**src/inc/vri_defs.vh**
```
// offsets, field positions, reset values and space codes for the vme register image block
// assumes a 32-bit register port with 12-bit byte offsets, word aligned
`ifndef VRI_DEFS_VH
`define VRI_DEFS_VH
// register offsets
`define VRI_OFF_RW_CTL   12'hf70
`define VRI_OFF_RW_BASE  12'hf74
`define VRI_OFF_CSR_CTL  12'hf80
`define VRI_OFF_CSR_OFS  12'hf84
`define VRI_OFF_AM_LOG   12'hf88
`define VRI_OFF_ADR_LOG  12'hf8c
// control field positions
`define VRI_EN_BIT       31
`define VRI_PGM_HI       23
`define VRI_PGM_LO       22
`define VRI_SUP_HI       21
`define VRI_SUP_LO       20
`define VRI_VAS_HI       17
`define VRI_VAS_LO       16
`define VRI_LAS_HI       1
`define VRI_LAS_LO       0
// base and offset field positions
`define VRI_BS_HI        31
`define VRI_BS_LO        12
`define VRI_TO_HI        31
`define VRI_TO_LO        19
// error log field positions
`define VRI_AML_HI       31
`define VRI_AML_LO       26
`define VRI_IACK_BIT     25
`define VRI_MERR_BIT     24
`define VRI_VSTAT_BIT    23
// reset values
`define VRI_RST_QUAL     2'h3
`define VRI_RST_LAS      2'h0
`define VRI_RST_HI_OFS   8'h00
`define VRI_RST_CSR_EN   1'b0
// space codes
`define VRI_SPC_A16      2'h0
`define VRI_SPC_A24      2'h1
`define VRI_SPC_A32      2'h2
// window size, 4 kbyte, in bits of address below the base field
`define VRI_WIN_BITS     12
`endif

```
**src/rtl/vri_regs.v**
```verilog
// vme register access window, csr window translation and posted-write bus error log
// assumes vme cycle fields and error events arrive already synchronous to clk_sys;
// power-up option straps pass two flops and load while rst is high, so rst spans three edges
// or more; register port is 32-bit, word aligned
//
// Summary of operation
// - window accepts only single-cycle and lock am codes
// - rmw access locks registers until one cycle past the cycle end
// - window decodes only while enable bit set
// - program/data qualifier limits am codes, resets 11
// - privilege qualifier limits am codes, resets 11
// - space select: 00 a16, 01 a24, 10 a32
// - 4 kbyte window, base in bits 31:12
// - base resets from power-up address bits per space
// - csr enable set on level 2 auto-id
// - csr pci space select, memory or i/o
// - add offset to 24-bit address for pci
// - bus error captures am code and iack
// - valid flag freezes logs, write one clears
// - multiple-error flag set on error while frozen
// - failing address captured in address log
`include "vri_defs.vh"
module vri_regs (
  input  wire        clk_sys,
  input  wire        rst,
  // power-up option straps
  input  wire        pu_win_en,
  input  wire [1:0]  pu_space,
  input  wire [7:0]  powerup_address_bits,
  input  wire [4:0]  pu_ofs_mid,
  // local register port
  input  wire        reg_wr,
  input  wire        reg_rd,
  input  wire [11:0] reg_addr,
  input  wire [31:0] reg_wdata,
  output reg  [31:0] reg_rdata_ff,
  output reg         reg_busy_ff,
  // incoming vme slave cycle
  input  wire        vme_cyc,
  input  wire [31:0] vme_addr,
  input  wire [5:0]  vme_am,
  input  wire        vme_rmw,
  input  wire        vme_wr,
  input  wire [31:0] vme_wdata,
  output reg         win_hit_ff,
  output reg  [31:0] vme_rdata_ff,
  // csr space translation
  input  wire        csr_cyc,
  input  wire [23:0] csr_addr,
  output reg  [31:0] csr_pci_addr_ff,
  output reg  [1:0]  csr_pci_space_ff,
  output reg         csr_en_ff,
  input  wire        autoid_l2_ack,
  // posted write bus error event
  input  wire        berr_evt,
  input  wire [5:0]  berr_am,
  input  wire        berr_iack,
  input  wire [31:0] berr_addr
);
  // strap synchroniser stages
  reg        pu_win_en_s1_ff;
  reg        pu_win_en_s2_ff;
  reg [1:0]  pu_space_s1_ff;
  reg [1:0]  pu_space_s2_ff;
  reg [7:0]  pu_addr_s1_ff;
  reg [7:0]  pu_addr_s2_ff;
  reg [4:0]  pu_ofs_s1_ff;
  reg [4:0]  pu_ofs_s2_ff;
  // register window control state
  reg        win_en_ff;
  reg [1:0]  program_data_qualifier_ff;
  reg [1:0]  priv_qual_ff;
  reg [1:0]  vme_space_select_ff;
  reg [19:0] window_base_field_ff;
  // csr window control state
  reg [1:0]  pci_space_select_ff;
  reg [12:0] translation_offset_field_ff;
  // bus error logs
  reg [5:0]  am_code_log_ff;
  reg        iack_log_ff;
  reg        multi_err_ff;
  reg        log_valid_ff;
  reg [31:0] bus_error_address_log_ff;
  // rmw lock and decode helpers
  reg        lock_ff;
  reg [19:0] rst_base;
  reg        am_ok;
  reg        range_ok;
  reg        hit;
  reg [31:0] rd_mux;
  reg [31:0] win_rd;
  // shared write path
  wire [11:0] win_off;
  wire        loc_wr;
  wire        vme_wr_hit;
  wire [11:0] wr_off;
  wire [31:0] wr_data;
  wire        any_wr;

  // two-flop strap synchroniser; the pins are static, so no reset term
  always @(posedge clk_sys) begin
    pu_win_en_s1_ff <= pu_win_en;
    pu_win_en_s2_ff <= pu_win_en_s1_ff;
    pu_space_s1_ff  <= pu_space;
    pu_space_s2_ff  <= pu_space_s1_ff;
    pu_addr_s1_ff   <= powerup_address_bits;
    pu_addr_s2_ff   <= pu_addr_s1_ff;
    pu_ofs_s1_ff    <= pu_ofs_mid;
    pu_ofs_s2_ff    <= pu_ofs_s1_ff;
  end

  // base reset value follows the strapped space
  always @* begin
    // base bits outside the strapped byte stay zero
    rst_base = 20'h00000;
    case (pu_space_s2_ff)
      `VRI_SPC_A16: rst_base[3:0]   = pu_addr_s2_ff[7:4];
      `VRI_SPC_A24: rst_base[11:4]  = pu_addr_s2_ff;
      `VRI_SPC_A32: rst_base[19:12] = pu_addr_s2_ff;
      default:      rst_base = 20'h00000;
    endcase
  end

  // am code qualification: single-cycle and lock codes only, no block transfers
  always @* begin
    am_ok = 1'b0;
    case (vme_am)
      // a16 supervisor and user
      6'h2d: am_ok = (vme_space_select_ff == `VRI_SPC_A16) && priv_qual_ff[1]
                     && program_data_qualifier_ff[0];
      6'h29: am_ok = (vme_space_select_ff == `VRI_SPC_A16) && priv_qual_ff[0]
                     && program_data_qualifier_ff[0];
      // a24 supervisor data and program
      6'h3d, 6'h3e: am_ok = (vme_space_select_ff == `VRI_SPC_A24) && priv_qual_ff[1]
                     && program_data_qualifier_ff[vme_am[1]];
      // a24 user data and program
      6'h39, 6'h3a: am_ok = (vme_space_select_ff == `VRI_SPC_A24) && priv_qual_ff[0]
                     && program_data_qualifier_ff[vme_am[1]];
      // a32 supervisor data and program
      6'h0d, 6'h0e: am_ok = (vme_space_select_ff == `VRI_SPC_A32) && priv_qual_ff[1]
                     && program_data_qualifier_ff[vme_am[1]];
      // a32 user data and program
      6'h09, 6'h0a: am_ok = (vme_space_select_ff == `VRI_SPC_A32) && priv_qual_ff[0]
                     && program_data_qualifier_ff[vme_am[1]];
      // lock codes ignore the program and privilege qualifiers
      6'h32: am_ok = (vme_space_select_ff == `VRI_SPC_A24);
      6'h05: am_ok = (vme_space_select_ff == `VRI_SPC_A32);
      6'h2c: am_ok = (vme_space_select_ff == `VRI_SPC_A16);
      default: am_ok = 1'b0;
    endcase
  end

  // address range check against the base within the selected space width
  always @* begin
    case (vme_space_select_ff)
      `VRI_SPC_A16: range_ok = (vme_addr[15:12] == window_base_field_ff[3:0]);
      `VRI_SPC_A24: range_ok = (vme_addr[23:12] == window_base_field_ff[11:0]);
      `VRI_SPC_A32: range_ok = (vme_addr[31:12] == window_base_field_ff);
      // reserved space codes never hit
      default:      range_ok = 1'b0;
    endcase
    hit = vme_cyc && win_en_ff && range_ok && am_ok;
  end

  assign win_off    = vme_addr[11:0];
  // local writes are dropped while a vme hit or the rmw lock holds the registers
  assign loc_wr     = reg_wr && !lock_ff && !hit;
  // a vme write hit takes the shared write path ahead of the local port
  assign vme_wr_hit = hit && vme_wr;
  assign wr_off     = vme_wr_hit ? {win_off[11:2], 2'b00} : {reg_addr[11:2], 2'b00};
  assign wr_data    = vme_wr_hit ? vme_wdata : reg_wdata;
  assign any_wr     = vme_wr_hit || loc_wr;

  // shared read decode
  function [31:0] rd_sel;
    input [11:0] off;
    begin
      // reserved bits read as zero
      rd_sel = 32'h00000000;
      case ({off[11:2], 2'b00})
        `VRI_OFF_RW_CTL: begin
          rd_sel[`VRI_EN_BIT] = win_en_ff;
          rd_sel[`VRI_PGM_HI:`VRI_PGM_LO] = program_data_qualifier_ff;
          rd_sel[`VRI_SUP_HI:`VRI_SUP_LO] = priv_qual_ff;
          rd_sel[`VRI_VAS_HI:`VRI_VAS_LO] = vme_space_select_ff;
        end
        `VRI_OFF_RW_BASE: rd_sel[`VRI_BS_HI:`VRI_BS_LO] = window_base_field_ff;
        `VRI_OFF_CSR_CTL: begin
          rd_sel[`VRI_EN_BIT] = csr_en_ff;
          rd_sel[`VRI_LAS_HI:`VRI_LAS_LO] = pci_space_select_ff;
        end
        `VRI_OFF_CSR_OFS: rd_sel[`VRI_TO_HI:`VRI_TO_LO] = translation_offset_field_ff;
        `VRI_OFF_AM_LOG: begin
          rd_sel[`VRI_AML_HI:`VRI_AML_LO] = am_code_log_ff;
          rd_sel[`VRI_IACK_BIT]  = iack_log_ff;
          rd_sel[`VRI_MERR_BIT]  = multi_err_ff;
          rd_sel[`VRI_VSTAT_BIT] = log_valid_ff;
        end
        `VRI_OFF_ADR_LOG: rd_sel = bus_error_address_log_ff;
        default: rd_sel = 32'h00000000;
      endcase
    end
  endfunction

  // one decode serves the local port and the window
  always @* begin
    rd_mux = rd_sel(reg_addr);
    win_rd = rd_sel(win_off);
  end

  // register writes, lock tracking and read return
  always @(posedge clk_sys) begin
    if (rst) begin
      // straps load from the synchroniser while rst is high
      win_en_ff                   <= pu_win_en_s2_ff;
      program_data_qualifier_ff   <= `VRI_RST_QUAL;
      priv_qual_ff                <= `VRI_RST_QUAL;
      vme_space_select_ff         <= pu_space_s2_ff;
      window_base_field_ff        <= rst_base;
      csr_en_ff                   <= `VRI_RST_CSR_EN;
      pci_space_select_ff         <= `VRI_RST_LAS;
      translation_offset_field_ff <= {`VRI_RST_HI_OFS, pu_ofs_s2_ff};
      lock_ff                     <= 1'b0;
      reg_busy_ff                 <= 1'b0;
      reg_rdata_ff                <= 32'h00000000;
      vme_rdata_ff                <= 32'h00000000;
      win_hit_ff                  <= 1'b0;
    end else begin
      // lock stands one cycle past each rmw hit cycle
      lock_ff     <= hit && vme_rmw;
      reg_busy_ff <= (reg_wr || reg_rd) && (lock_ff || hit);
      win_hit_ff  <= hit;
      // window read data stands only for a hit
      vme_rdata_ff <= hit ? win_rd : 32'h00000000;
      // a refused read leaves the last data standing
      if (reg_rd && !lock_ff && !hit)
        reg_rdata_ff <= rd_mux;
      if (any_wr) begin
        case (wr_off)
          `VRI_OFF_RW_CTL: begin
            win_en_ff                 <= wr_data[`VRI_EN_BIT];
            program_data_qualifier_ff <= wr_data[`VRI_PGM_HI:`VRI_PGM_LO];
            priv_qual_ff              <= wr_data[`VRI_SUP_HI:`VRI_SUP_LO];
            vme_space_select_ff       <= wr_data[`VRI_VAS_HI:`VRI_VAS_LO];
          end
          `VRI_OFF_RW_BASE: window_base_field_ff <= wr_data[`VRI_BS_HI:`VRI_BS_LO];
          `VRI_OFF_CSR_CTL: begin
            csr_en_ff           <= wr_data[`VRI_EN_BIT] || autoid_l2_ack;
            pci_space_select_ff <= wr_data[`VRI_LAS_HI:`VRI_LAS_LO];
          end
          `VRI_OFF_CSR_OFS: translation_offset_field_ff <= wr_data[`VRI_TO_HI:`VRI_TO_LO];
          default: ;
        endcase
      end
      // auto-id set wins over a write of zero
      if (autoid_l2_ack)
        csr_en_ff <= 1'b1;
    end
  end

  // csr window address translation
  always @(posedge clk_sys) begin
    if (rst) begin
      csr_pci_addr_ff  <= 32'h00000000;
      csr_pci_space_ff <= 2'h0;
    end else if (csr_cyc && csr_en_ff) begin
      // the carry out of bit 31 drops, so the sum wraps
      csr_pci_addr_ff  <= {8'h00, csr_addr} + {translation_offset_field_ff, 19'h00000};
      csr_pci_space_ff <= pci_space_select_ff;
    end
  end

  // bus error log, frozen while valid; a new error beats the clear
  always @(posedge clk_sys) begin
    if (rst) begin
      am_code_log_ff           <= 6'h00;
      iack_log_ff              <= 1'b0;
      multi_err_ff             <= 1'b0;
      log_valid_ff             <= 1'b0;
      bus_error_address_log_ff <= 32'h00000000;
    end else begin
      // software clear: a one written to the valid flag
      if (any_wr && wr_off == `VRI_OFF_AM_LOG && wr_data[`VRI_VSTAT_BIT]) begin
        log_valid_ff <= 1'b0;
        multi_err_ff <= 1'b0;
      end
      // the first error fills the logs, later ones only flag
      if (berr_evt) begin
        if (!log_valid_ff) begin
          am_code_log_ff           <= berr_am;
          iack_log_ff              <= berr_iack;
          bus_error_address_log_ff <= berr_addr;
          log_valid_ff             <= 1'b1;
          multi_err_ff             <= 1'b0;
        end else begin
          multi_err_ff <= 1'b1;
          log_valid_ff <= 1'b1;
        end
      end
    end
  end
endmodule // vri_regs

```
**config.mk**
```make
export PLATFORM = sky130hd
export DESIGN_NAME = vri_regs
export DESIGN_NICKNAME = d
export VERILOG_FILES = /design/src/rtl/vri_regs.v
export VERILOG_INCLUDE_DIRS = /design/src /design/src/inc
export SDC_FILE = /design/constraint.sdc
export NUM_CORES = 1
export LEC_CHECK = 0
export ABC_AREA = 0
export BUFFER_PORTS_ARGS = -buffer_cell sky130_fd_sc_hd__buf_2
export CAP_MARGIN = 0
export CORE_ASPECT_RATIO = 1.1
export CORE_UTILIZATION = 51
export CTS_CLUSTER_SIZE = 28
export DETAILED_ROUTE_END_ITERATION = 8
export PLACE_DENSITY = 0.8
export SETUP_SLACK_MARGIN = 0.3
export SLEW_MARGIN = 30
export SYNTH_ARGS = -nofsm -noshare
export SYNTH_HDL_FRONTEND = slang
export SYNTH_SLANG_ARGS = --single-unit
```
**constraint.sdc**
```tcl
create_clock -name clk_sys -period 4.8 [get_ports clk_sys]
set_input_delay 0.96 -clock clk_sys [delete_from_list [all_inputs] [get_ports clk_sys]]
set_output_delay 0.96 -clock clk_sys [all_outputs]
set_load 0.01 [all_outputs]
```
==> impl_metrics.tcl <==
set metrics [dict create \
    outcome "completed" \
    clkLatencyLatePin_ns 0.51 \
    cts_sinks 217 \
    worstMarginPinSlew_ns 0.890 \
    final_hold_viol_count 0 \
    synth-seq-area-share 0.501 \
    min_path_cells 0 \
    power.total_w 0.00400 \
    synth_compound_area_frac 0.167 \
    gr-usage-all-layers 0.287 \
    h-tree-depth 1 \
    avgViaCountPerCell 5.61 \
    grt_overflow 0 \
    crit_slowest_cell "o21ai_0" \
    maxSlewHeadroom 0.405 \
    final_cell_mix "278 x buf_2, 189 x dfxtp_1, 185 x nand2_1" \
    drive_gt1_frac 0.291 \
    drc 0 \
    die_y_um 143 \
    ctsResizeCount 0 \
    ctsHoldBuffers 0 \
    clkTransAtPathRegs_ns 0.06 \
    p_per_area_nw_per_um2 349 \
    initial_core_util 0.522 \
    synth-adder-area-share 0.00895 \
    ff_latch_area_um2 4620 \
    grt_max_degree 113 \
    clock_path_buffers 3 \
    first_global_vias 7958 \
    tritoncts "yes" \
    ys_dominant_reg_cell "dfxtp_1" \
    final_antenna_net_count 0 \
    period_share 0.666 \
    syn_nets 1226 \
    path_max_fanout 25 \
    fillers 1492 \
    antenna_found_initial 3 \
    swShare 0.245 \
    clock_skew_ns 0.0208 \
    die_area_um2 18600 \
    cts_setup_buffers 0 \
    multi_input_area_um2 4260 \
    yosys_warnings 0 \
    dr.pass1.iters 6 \
    hpwlAfterDp_um 19700 \
    fin_nets 1475 \
    cp.required_ns 4.95 \
    synthCells 1017 \
    rsz0062_at_grt "false" \
    synth-simple-area-share 0.184 \
    p_leak_nw 4.81 \
    vias 8527 \
    synthArstFlopShare 0 \
    netlist_area_um2 9220 \
    criticalPathCategory "in -> reg" \
    cp_cell_sequence "buf_2 > xor2_1 > nor4_1 > buf_4 > nand4_1 > o32a_1 > nor3_4 > buf_12 > mux2i_1 > buf_4 > o21ai_0" \
    post-route-min-period_ns 3.20 \
    grt_first_pass_wirelength_um 41300 \
    synth-xor-area-share 0.0275 \
    die_w_um 130 \
    drv_cap 0 \
    rr_worst_depth 10 \
    ctsRootBufferMaster "clkbuf_16" \
    setup_violations 0 \
    seq_power_share 0.492 \
    max-vdd-ir-drop_uv 251 \
    end_kind "flop" \
    start_kind "input pin" \
    syn_to_final_growth_pct 24.4 \
    intPower_w 0.00302 \
    clkPwrFrac 0.412 \
    critPathMaxStageDelay_ns 0.44 \
    slew_viol_final 0 \
    p_comb_frac 0.096 \
    core_area_um2 17700 \
    drtIter0Drc 484 \
    fin_tns_setup_ns 0 \
    gp_congestion 0.923 \
    muxShareOfSynthArea 0.0734 \
    routed_wirelength_um 27000 \
    power_switching_w 0.000981 \
    synth_cell_types 59 \
    cts_buffers 22 \
    ys_ff_latch 217 \
    ios 304 \
    port-buffer-count 279 \
    min_path_type "reg -> reg" \
    syn_avg_cell_area_um2 9.07 \
    placementRows 51 \
    synth-edff-count 28 \
    layout_commonest_cell "buf_2" \
    fmax_mhz 313 \
    cpMostUsedCell "buf_4" \
    post_drt_wl_per_cell_um 17.8 \
    synth_top_family_by_area "simple AND/OR/NAND/NOR gates" \
    cp.arrival_ns 3.34 \
]
## state kept, by name, indices dropped and copies added, names as in the netlist, 8 cells and up
| name | flops |
|---|---|
| bus_error_address_log_ff | 32 |
| vme_rdata_ff | 32 |
| pu_addr_s2_ff | 8 |
| csr_pci_addr_ff | 32 |
| pu_addr_s1_ff | 8 |
| window_base_field_ff | 20 |
| translation_offset_field_ff | 13 |
| reg_rdata_ff | 32 |
## cells in the mapped netlist, types with 12 or more instances
master | count | area [um2]
a22oi_1 | 22 | 165
nor2_1 | 72 | 270
dfxtp_1 | 189 | 3780
a211oi_1 | 19 | 143
a21oi_1 | 109 | 546
edfxtp_1 | 28 | 841
clkbuf_1 | 52 | 195
nand3_1 | 17 | 85.1
a311oi_1 | 12 | 105
o22ai_1 | 18 | 113
inv_1 | 17 | 63.8
nor3_1 | 34 | 170
nor2b_1 | 12 | 75.1
and3_1 | 13 | 81.3
xor2_1 | 19 | 166
o21ai_0 | 22 | 110
mux2i_1 | 29 | 290
mux2_2 | 29 | 327
nand2_1 | 185 | 694
## power by group through the flow
| stage | sequential (W) | combinational, W | clock, W |
|---|---|---|---|
| after floorplan | 0.00200 | 0.000212 | 0 |
| after CTS | 0.00197 | 0.000383 | 0.00167 |
| after global placement | 0.00200 | 0.000373 | 0 |
| after detailed placement | 0.00201 | 0.000382 | 0 |
| after global routing | 0.00198 | 0.000423 | 0.00175 |
| final | 0.00197 | 0.000384 | 0.00165 |
## worst paths after layout
path / from / endpoint / slack, ns
setup / recovery: vme_addr[26] / vme_space_select_ff[1]$_DFFE_PP_ / 1.60
hold / removal: pu_addr_s1_ff[5]$_DFF_P_ / pu_addr_s2_ff[5]$_DFF_P_ / 0.32
setup reg to reg: window_base_field_ff[14]$_DFFE_PP_ / vme_space_select_ff[1]$_DFFE_PP_ / 1.67
hold reg to reg: pu_addr_s1_ff[5]$_DFF_P_ / pu_addr_s2_ff[5]$_DFF_P_ / 0.32
## kinds of logic (layout without fill, tap and decap cells)
group	Yosys count	count (layout)
AO/OA/AOI/OAI	244	244
XOR/XNOR	29	29
adder cells (fa/ha/maj)	6	6
buffers and inverters	87	352
flip-flops	217	217
multiplexers	61	61
other	0	1
AND/OR/NAND/NOR	373	373
## metal layers
layer,up-vias,track usage,share of wire
li1,4100,-,-
met1,3956,0.358,0.40
met2,404,0.476,0.47
met3,63,0.0611,0.092
met4,4,0.124,0.033
met5,-,0,0.00093
## layout make-up
cell class,count,share of cell area
Antenna cell,1,0.000218
Clock buffer,26,0.0520
Clock inverter,14,0.00862
Inverter,18,0.00589
Multi-Input combinational cell,713,0.371
Sequential cell,217,0.403
Tap cell,238,0.0260
Timing Repair Buffer,294,0.133
## stage by stage
stage	area, um2	setup WS [ns]	hold slack (ns)	std cells	utilization
after global routing	11500	1.43	0.333	1521	0.649
after detailed placement	10800	1.05	0.312	1480	0.610
after CTS	11500	1.58	0.320	1520	0.649
after floorplan	9220	0.328	0.310	1017	-
final	11500	1.60	0.318	1521	0.649
after global placement	10800	1.13	0.312	1480	0.609
## critical path: cells and delay by family
kind            cells  cell delay [ns]
simple gates        3             0.62
xor+xnor            1             0.15
compound gates      2             0.82
buf+inv             4             0.69
mux                 1             0.10
Note: power is estimated with default switching activity, not from simulation.
